$ cat config.mk
export PLATFORM = sky130hd
export DESIGN_NAME = start_sync_pulse_logic
export DESIGN_NICKNAME = d
export VERILOG_FILES = /design/src/design/start_sync_pkg.sv /design/src/design/level_sync.sv /design/src/design/start_sync_pulse_logic.sv
export SDC_FILE = /design/constraint.sdc
export NUM_CORES = 1
export LEC_CHECK = 0
export CELL_PAD_IN_SITES_DETAIL_PLACEMENT = 0
export CELL_PAD_IN_SITES_GLOBAL_PLACEMENT = 2
export CORE_MARGIN = 3
export CORE_UTILIZATION = 43
export CTS_BUF_LIST = sky130_fd_sc_hd__clkbuf_8
export CTS_CLUSTER_SIZE = 12
export DETAILED_ROUTE_END_ITERATION = 10
export DONT_BUFFER_PORTS = 1
export PLACE_DENSITY = 0.89
export SKIP_LAST_GASP = 1
export SLEW_MARGIN = 10
export SYNTH_ARGS = -nofsm -noshare
export SYNTH_HDL_FRONTEND = slang
export SYNTH_SLANG_ARGS = --single-unit
$ cat constraint.sdc
create_clock -name sys_clk -period 3.8 [get_ports sys_clk]
set_input_delay 0.19 -clock sys_clk [delete_from_list [all_inputs] [get_ports sys_clk]]
set_output_delay 0.19 -clock sys_clk [all_outputs]
set_load 0.01 [all_outputs]
$ cat src/design/start_sync_pkg.sv
// Package for the start-to-sync pulse logic: timing and reset constants.
// Assumes a single sample clock domain; no software registers.
package start_sync_pkg;

  // Width of the emitted sync pulse in sample clock cycles
  localparam int unsigned SYNC_PULSE_CYCLES = 4;
  // Synchroniser depth for the asynchronous start pin
  localparam int unsigned SYNC_STAGES       = 2;
  // Idle level of start and sync lines (active low)
  localparam logic        LINE_IDLE         = 1'b1;
  // Width of the pulse length counter
  localparam int unsigned PULSE_CNT_W       = 8;

  typedef enum logic [1:0] {
    ST_IDLE  = 2'b00,
    ST_PULSE = 2'b01,
    ST_WAIT  = 2'b10
  } sync_state_t;

endpackage : start_sync_pkg

$ cat src/design/level_sync.sv
// Two-flop level synchroniser for an asynchronous pin.
// Assumes the destination clock is sys_clk; reset value is the idle level.
`timescale 1ns/10ps
module level_sync #(
  parameter int unsigned STAGES    = start_sync_pkg::SYNC_STAGES,
  parameter logic        RESET_VAL = start_sync_pkg::LINE_IDLE
) (
  input  wire logic sys_clk,
  input  wire logic rst_b,
  input  wire logic async_in,
  output logic      sync_out
);
  import start_sync_pkg::*;

  logic [STAGES-1:0] chain;

  initial begin
    if (STAGES < 2) begin
      $error("level_sync needs at least two stages");
    end
  end

  // First stage feeds only the second; nothing else looks at it
  always_ff @(posedge sys_clk) begin
    if (!rst_b) begin
      chain <= {STAGES{RESET_VAL}};
    end else begin
      chain <= {chain[STAGES-2:0], async_in};
    end
  end

  assign sync_out = chain[STAGES-1];

endmodule : level_sync

$ cat src/design/start_sync_pulse_logic.sv
// Start pin to sync output pulse logic of a multichannel sampling converter.
// Assumes sys_clk is the master sample clock; start pin may be asynchronous.
//
// Notes on behaviour
// [RULE_01] Sync input pulses arrive already aligned to the sample clock.
// [RULE_02] Daisy chains need two successive sync pulses before alignment.
// [RULE_03] Shared clock, one ready flag watched: also two sync pulses.
// [RULE_04] Start pin accepted with no timing relation to sample clock.
// [RULE_05] Each sampled start pulse yields exactly one sync output pulse; the code ignores a start that falls while ST_PULSE is running.
// [RULE_06] Start is resynchronised; sync output changes only on clock.
// [RULE_07] Sync output pulses only when start is used; else idle high.
// [RULE_08] Sync output loops back to own and peers' sync inputs.
// [RULE_09] A system sync pulse on sync input makes start irrelevant.
// [RULE_10] Unused start pin is held high, so no start is seen.
// [RULE_11] Every rising edge of the clock input is a sample clock edge.
// [RULE_12] Start and sync pulses are active low, idle high.
`timescale 1ns/10ps
module start_sync_pulse_logic #(
  parameter int unsigned PULSE_CYCLES = start_sync_pkg::SYNC_PULSE_CYCLES
) (
  input  wire logic sys_clk,
  input  wire logic rst_b,
  input  wire logic start_b,
  input  wire logic sync_in_b,
  output logic      sync_out_b,
  output logic      sync_seen
);
  import start_sync_pkg::*;

  initial begin
    if (PULSE_CYCLES < 1 || PULSE_CYCLES >= (1 << PULSE_CNT_W)) begin
      $error("PULSE_CYCLES out of range for the pulse counter");
    end
  end

  localparam logic [PULSE_CNT_W-1:0] PULSE_LAST =
    PULSE_CNT_W'(PULSE_CYCLES - 1);
  localparam logic [PULSE_CNT_W-1:0] PULSE_LEN  =
    PULSE_CNT_W'(PULSE_CYCLES);

  sync_state_t            state;
  sync_state_t            next_state;
  logic [PULSE_CNT_W-1:0] pulse_cnt;
  logic [PULSE_CNT_W-1:0] next_pulse_cnt;
  logic                   start_sync;
  logic                   start_prev;
  logic                   sync_in_meta;
  logic                   sync_in_s;
  logic                   sync_in_prev;
  logic                   next_sync_out_b;
  logic [PULSE_CNT_W-1:0] low_run;

  // Start pin may come from an unrelated host clock
  level_sync #(
    .STAGES    (SYNC_STAGES),
    .RESET_VAL (LINE_IDLE)
  ) u_start_sync (
    .sys_clk  (sys_clk),
    .rst_b    (rst_b),
    .async_in (start_b),
    .sync_out (start_sync)
  ); // see [RULE_04]

  // Sync input is clock aligned by contract, but it is a pin, so two flops
  always_ff @(posedge sys_clk) begin // see [RULE_11]
    if (!rst_b) begin
      sync_in_meta <= LINE_IDLE;
      sync_in_s    <= LINE_IDLE;
      sync_in_prev <= LINE_IDLE;
      start_prev   <= LINE_IDLE;
    end else begin
      sync_in_meta <= sync_in_b;
      sync_in_s    <= sync_in_meta;
      sync_in_prev <= sync_in_s;
      start_prev   <= start_sync;
    end
  end

  // Falling edge of the resynchronised start, active low
  wire start_fall   = start_prev & ~start_sync;            // see [RULE_12]
  wire sync_in_fall = sync_in_prev & ~sync_in_s;           // see [RULE_01]
  wire pulse_done   = (pulse_cnt == PULSE_LAST);

  // At most one pulse per start; a held-high start never leaves idle
  always_comb begin
    next_state     = state;
    next_pulse_cnt = pulse_cnt;
    case (state)
      ST_IDLE: begin
        next_pulse_cnt = '0;
        if (start_fall) begin                              // see [RULE_05]
          next_state = ST_PULSE;
        end
      end
      ST_PULSE: begin
        if (pulse_done) begin
          next_state = ST_WAIT;
        end else begin
          next_pulse_cnt = pulse_cnt + 1'b1;
        end
      end
      ST_WAIT: begin
        // Start must return high before it can trigger again
        next_pulse_cnt = '0;
        if (start_sync) begin
          next_state = ST_IDLE;
        end
      end
      default: begin
        next_state     = ST_IDLE;
        next_pulse_cnt = '0;
      end
    endcase
  end

  // Low only while pulsing; otherwise idle high
  assign next_sync_out_b = (next_state == ST_PULSE) ? ~LINE_IDLE
                                                    : LINE_IDLE; // see [RULE_07]

  // Output taken straight from a flop on the sample clock
  always_ff @(posedge sys_clk) begin
    if (!rst_b) begin
      state      <= ST_IDLE;
      pulse_cnt  <= '0;
      sync_out_b <= LINE_IDLE;
    end else begin
      state      <= next_state;
      pulse_cnt  <= next_pulse_cnt;
      sync_out_b <= next_sync_out_b;                       // see [RULE_06]
    end
  end

  // Marks each sync pulse received, whether looped back or system driven
  always_ff @(posedge sys_clk) begin
    if (!rst_b) begin
      sync_seen <= 1'b0;
    end else begin
      sync_seen <= sync_in_fall;                           // see [RULE_09]
    end
  end

  // Length of the current low run, so the length check follows PULSE_CYCLES
  always_ff @(posedge sys_clk) begin
    if (!rst_b) begin
      low_run <= '0;
    end else if (!sync_out_b) begin
      low_run <= low_run + 1'b1;
    end else begin
      low_run <= '0;
    end
  end

  // Assertions
  chk_pulse_starts: assert property ( // see [RULE_05]
    @(posedge sys_clk) disable iff (!rst_b)
    (state == ST_IDLE && start_fall) |=> !sync_out_b
  ) else $error("sync pulse did not follow start edge");

  chk_pulse_width: assert property ( // see [RULE_05]
    @(posedge sys_clk) disable iff (!rst_b)
    $fell(sync_out_b) |-> !sync_out_b [*4] ##1 sync_out_b
  ) else $error("sync pulse width wrong");

  chk_no_start_idle: assert property ( // see [RULE_07]
    @(posedge sys_clk) disable iff (!rst_b)
    (state != ST_PULSE && !start_fall) |=> sync_out_b
  ) else $error("sync output low without start");

  chk_one_per_start: assert property ( // see [RULE_05]
    @(posedge sys_clk) disable iff (!rst_b)
    (state == ST_WAIT && !start_sync) |=> (sync_out_b && state == ST_WAIT)
  ) else $error("second sync pulse without start release");

  chk_sync_latency: assert property ( // see [RULE_04]
    @(posedge sys_clk) disable iff (!rst_b)
    ($fell(start_b) && state == ST_IDLE && start_sync)
      |-> ##[3:4] !sync_out_b
  ) else $error("start not resynchronised in time");

  chk_seen_follows: assert property ( // see [RULE_09]
    @(posedge sys_clk) disable iff (!rst_b)
    $fell(sync_in_b) |-> ##3 sync_seen
  ) else $error("sync input pulse not seen");

  chk_held_high: assert property ( // see [RULE_10]
    @(posedge sys_clk) disable iff (!rst_b)
    start_b [*4] |-> ##1 (state != ST_PULSE || pulse_cnt != '0)
  ) else $error("pulse began with start held high");

  chk_state_legal: assert property ( // see [RULE_06]
    @(posedge sys_clk) disable iff (!rst_b)
    (state == ST_IDLE || state == ST_PULSE || state == ST_WAIT)
  ) else $error("illegal state");

  chk_pulse_length: assert property ( // see [RULE_05]
    @(posedge sys_clk) disable iff (!rst_b)
    $rose(sync_out_b) |-> (low_run == PULSE_LEN)
  ) else $error("sync pulse length differs from PULSE_CYCLES");

  chk_reset_idle: assert property ( // see [RULE_12]
    @(posedge sys_clk)
    !rst_b |=> (sync_out_b && !sync_seen)
  ) else $error("outputs not idle after reset");

  chk_seen_single: assert property ( // see [RULE_09]
    @(posedge sys_clk) disable iff (!rst_b)
    sync_seen |=> !sync_seen
  ) else $error("sync seen held longer than one cycle");

  cov_pulse:    cover property (@(posedge sys_clk) disable iff (!rst_b)
    $fell(sync_out_b));
  cov_wait_hi:  cover property (@(posedge sys_clk) disable iff (!rst_b)
    state == ST_WAIT ##1 state == ST_IDLE);
  cov_seen:     cover property (@(posedge sys_clk) disable iff (!rst_b)
    sync_seen);
  cov_refused:  cover property (@(posedge sys_clk) disable iff (!rst_b)
    state == ST_WAIT && !start_sync);
  cov_sys_seen: cover property (@(posedge sys_clk) disable iff (!rst_b)
    sync_seen && sync_out_b);

endmodule : start_sync_pulse_logic

# Word-level counts from Yosys, hierarchy flattened
# Cells that the tools add are included.
[word_totals]
regBits = 18
inputBits = 4
output_inout_bits = 2
[classes]
addsub = 1
n_mux = 5
eq_ne = 4
n_bitwise = 4
n_reduce_logical = 2
[op_table]
columns = ["cell", "n"]
rows = [
  ["8-bit by 1-bit adder with 8-bit output (second input constant)", 1],
  ["8-bit by 2-bit == test with 1-bit output (second input constant)", 1],
  ["2-bit two-way mux", 3],
  ["2-bit one-hot mux with 3 select lines", 1],
  ["2-bit by 1-bit == test with 1-bit output (second input constant)", 2],
  ["1-bit bitwise AND", 2],
  ["2-bit == test (second input constant)", 1],
  ["2-bit logical NOT", 1],
  ["1-bit inverter", 2],
  ["2-bit AND reduction", 1],
  ["1-bit two-way mux", 1],
]

# Depth between registers and ports, before layout
[depth]
word_depth = 6
ltp_mapped = 4
depth_no_buf = 4

# Cells and area by module
# A second synthesis with hierarchy kept.
[unflattened]
cells_unflattened = 71
hier_area_um2 = 668.1
[modules_own_cells]
columns = ["module", "cells_per_inst", "area_per_inst_um2", "instances", "seq_area_each_um2"]
rows = [
  ["start_sync_pulse_logic", 67, 615.6, 1, 320.3],
  ["level_sync", 4, 52.6, 1, 40.0],
]

# Worst setup path after synthesis
# No wires, ideal clock.
[synth_timing]
kind = "flip-flop to flip-flop"
start = "register pulse_cnt[0]"
end = "register pulse_cnt[1]"
t_arrival_ns = 1.297
synth_period_minus_slack_ns = 1.416
path_stages_with_launch = 5
n_path_buf = 0
slack_ns = 2.384
setup_time_ns = 0.119
cell_sequence = "dfxtp_1 -> ha_1 -> or4b_4 -> o21ai_0 -> a21oi_1"
[synth_between]
elab_chain_len = 1
word_cells_on_any_way = 2
classes_between = "add/sub: 1; eq/ne: 1"
[synth_rtl]
columns = ["element", "line", "text"]
rows = [
  ["from (decl)", "start_sync_pulse_logic.sv:43", "logic [PULSE_CNT_W-1:0] pulse_cnt;"],
  ["from (signal assigned)", "start_sync_pulse_logic.sv:128", "pulse_cnt <= next_pulse_cnt;"],
  ["8-bit by 1-bit adder with 8-bit output or 8-bit by 2-bit == test with 1-bit output (tied branches)", "start_sync_pulse_logic.sv:99, start_sync_pulse_logic.sv:82", ""],
]
# Several ways; a longest one is shown, not always the timed one.
# A chain may end at the register's enable or synchronous reset.

# Final worst setup path
# Ends and elaborated chain as after synthesis.

==> results.md <==
- Status: completed
- Global-route wire length before repair: 1704 µm
- Hold Buf Count CTS: 0
- Antenna viol nets, final: 0
- Final hold vios: 0
- # DRC: 0
- Switching portion of total power: 0.1878
- Area Overhead vs Synth: 8.889%
- Net Switching: 0.06167 mW
- Initial DRC count: 11
- Post_cts resized: 0
- Req. time, crit path: 3.93 ns
- Worst min-delay path class: in -> reg
- Worst Path Arrival: 1.70 ns
- Register clock-pin slew on the reported worst setup and hold paths: 0.06 ns
- Antenna violations before repair: 0
- Leak: 0.2574 nW
- DR WL/cell: 11.57 µm
- Slew @ Worst Pin: ~0.38 ns
- Final setup viols: 0
- Crit start category: flip-flop
- Vias per cell: approximately 5.5
- Sequential Power Share: 0.595
- Maximum clock frequency: around 0.64 GHz
- Crit-path slowest cell: or4b_4
- Initial Util: 0.4887
- Period utilisation layout: 0.4122
- Max stage delay on crit path: 0.51 ns
- Antenna diodes: 0
- GP Congestion: 0.6909
- Cell area power density: 446.3 mW/mm²
- Die ar.: 0.002083 mm²
- Clock skew: about 0.0039 ns
- Post-Place Cells: 84
- Critical path buffer and inverter count: 0
- Total GRT Usage: 0.1186
- Clk buf depth: 2
- Fin. max-slew vios: 0
- Root buffer cell: clkbuf_8
- Vias in the first global route: 403
- Unrepaired setup endpoints after global routing: false
- Layout cells sized above 1: 0.08333
- Sum Neg Setup Slack: 0 ns
- IO Port Bufs: 0
- Internal power: 0.2667 mW
- Clk pwr share: 0.386
- Setup CP Type: reg -> reg
- Post-Synthesis Net Count: 74
- Min cycle time layout: 1.566 ns
- Final setup margin: 2.234 ns
- DP Area: 694.4 µm²
- Final net count: 79
- Mean area per synthesized cell: 9.792 µm²
- Peak supply drop: around 360 µV
- Largest net degree at the start of global routing: 10
- CP top delay family: simple AND/OR/NAND/NOR gates
- Die width: 45.64 µm
- Dpl ws: 2.251 ns
- Critical path endpoint category: flip-flop
- Area share of the largest cell type after synthesis: 0.5333
- Sink Count: 18
- Mapped cell area: 675.6 µm²
- Max cap viols: 0
- GRT Residual Overflow: 0
- Worst skew pair latency: 0.25 ns
- # IOs: 6
- Cells after Synth: 69
- # rows: 13
- Placeable Area: 0.001383 mm²
- Post-route cell area: 735.7 µm²
- Combinational power share: 0.019
- Filler cell count: 124
- TritonCTS Buffers: 3
- Setup bufs post-CTS: 0
- Die height: 45.64 µm
- Via count: 475
- Final wirelength: a little over 1000 µm
- Crit-path max FO: 5
- CP Cell Sequence: ha_1, or4b_4, o21ai_0, a21oi_1
- Slew headroom: 0.7425
- TritonCTS clock tree: built
- Count of cell types in the netlist: 21
- Htree depth: 1
- Synth area leader: dfxtp_1
- Area contributors post-synth: dfxtp_1 53%, nand2b_1 6.5%, a21oi_1 3.7%, or3_1 3.7%, nand3_1 3.0%
- Synth warn: 0
- Sequential fraction of the synthesis area: 0.5333
- DR pass1 iterations: 4
- DP HPWL: 738.8 µm
- FF+latch count, synth: 18
- Final Non-Filler Cells: just under 90
==> cell usage in the layout, fill, tap and decap left out <==
master    count
xnor2_1       1
nand4b_1      1
a21oi_1       5
nand2_1       3
nand3b_1      1
nor3_1        3
nand2b_1      7
nor4b_2       1
nand3_1       4
a21boi_0      2
ha_1          1
xor2_1        2
or3_1         4
o21ai_2       1
dfxtp_1      18
nand4_1       1
inv_1         2
o21ai_0       4
clkbuf_8      3
a21o_1        2
nor2_1        5
or4b_4        1
==> power by group through the flow <==
stage	logic, mW	clock network [mW]	registers, mW
6_report	0.00630	0.127	0.195
5_1_grt	0.00730	0.140	0.196
4_1_cts	0.00641	0.131	0.195
3_5_place_dp	0.00640	0	0.200
3_3_place_gp	0.00644	0	0.200
2_1_floorplan	0.00554	0	0.199
==> synthesized netlist by cell type, drive strengths merged <==
cell    count
dfxtp      18
nand2b      7
a21oi       5
nor2        5
o21ai       5
nand3       4
or3         4
nand2       3
nor3        3
a21boi      2
a21o        2
inv         2
xor2        2
ha          1
nand3b      1
nand4       1
nand4b      1
nor4b       1
or4b        1
xnor2       1
==> sequential cells by signal (all words and copies together), names as in the netlist <==
register	cells
sync_in_s	1
sync_out_b	1
sync_in_prev	1
pulse_cnt	8
sync_in_meta	1
start_prev	1
u_start_sync.chain	2
state	2
sync_seen	1
==> metrics by stage <==
step / utilization / hold slack [ns] / total power, mW
6_report: 0.5321 / 0.01486 / 0.3283
5_1_grt: 0.5321 / 0.007693 / 0.3431
4_1_cts: 0.5321 / 0.01168 / 0.3328
3_5_place_dp: 0.5023 / 0.2682 / 0.2060
3_3_place_gp: 0.5023 / 0.2644 / 0.2061
2_1_floorplan: - / 0.2630 / 0.2046
==> layer usage <==
| layer | track usage | part of all wire |
|---|---|---|
| met5 | 0 | 0 |
| met4 | 0.07018 | 0.0099 |
| met3 | 0.04743 | 0.043 |
| met2 | 0.1532 | 0.42 |
| met1 | 0.1622 | 0.53 |
==> logic make-up after synthesis <==
kind of cell / Yosys count / share of synthesized area
compound gates: 14 / 0.1241
xor+xnor: 3 / 0.03890
buf+inv: 2 / 0.01112
fa+ha+maj: 1 / 0.01852
simple gates: 31 / 0.2741
flops: 18 / 0.5333
==> worst paths after layout <==
check        slack, ns                      start  cells after the start                          endpoint
max               2.23  pulse_cnt[0]$_SDFFE_PN0N_                      4         pulse_cnt[1]$_SDFFE_PN0N_
min               0.01                      rst_b                      1  u_start_sync.chain[0]$_SDFF_PN1_
max reg2reg       2.23  pulse_cnt[0]$_SDFFE_PN0N_                      4         pulse_cnt[1]$_SDFFE_PN0N_
min reg2reg       0.41    sync_in_prev$_SDFF_PN1_                      2              sync_seen$_SDFF_PN0_
==> layout make-up <==
class | count | area, µm² | share of cell area
clock buffers | 3 | 41.29 | 0.05612
inverters | 2 | 7.507 | 0.01020
multi-input cells | 49 | 307.8 | 0.4184
flip-flops and latches | 18 | 360.3 | 0.4898
well taps | 15 | 18.77 | 0.02551
==> worst register-to-register path: cells and delay by family (launching register included) <==
kind / cells / cell delay [ns]
compound gates: 2 / 0.26
flops: 1 / 0.39
fa+ha+maj: 1 / 0.28
simple gates: 1 / 0.51
(Power assumes the default switching activity.)
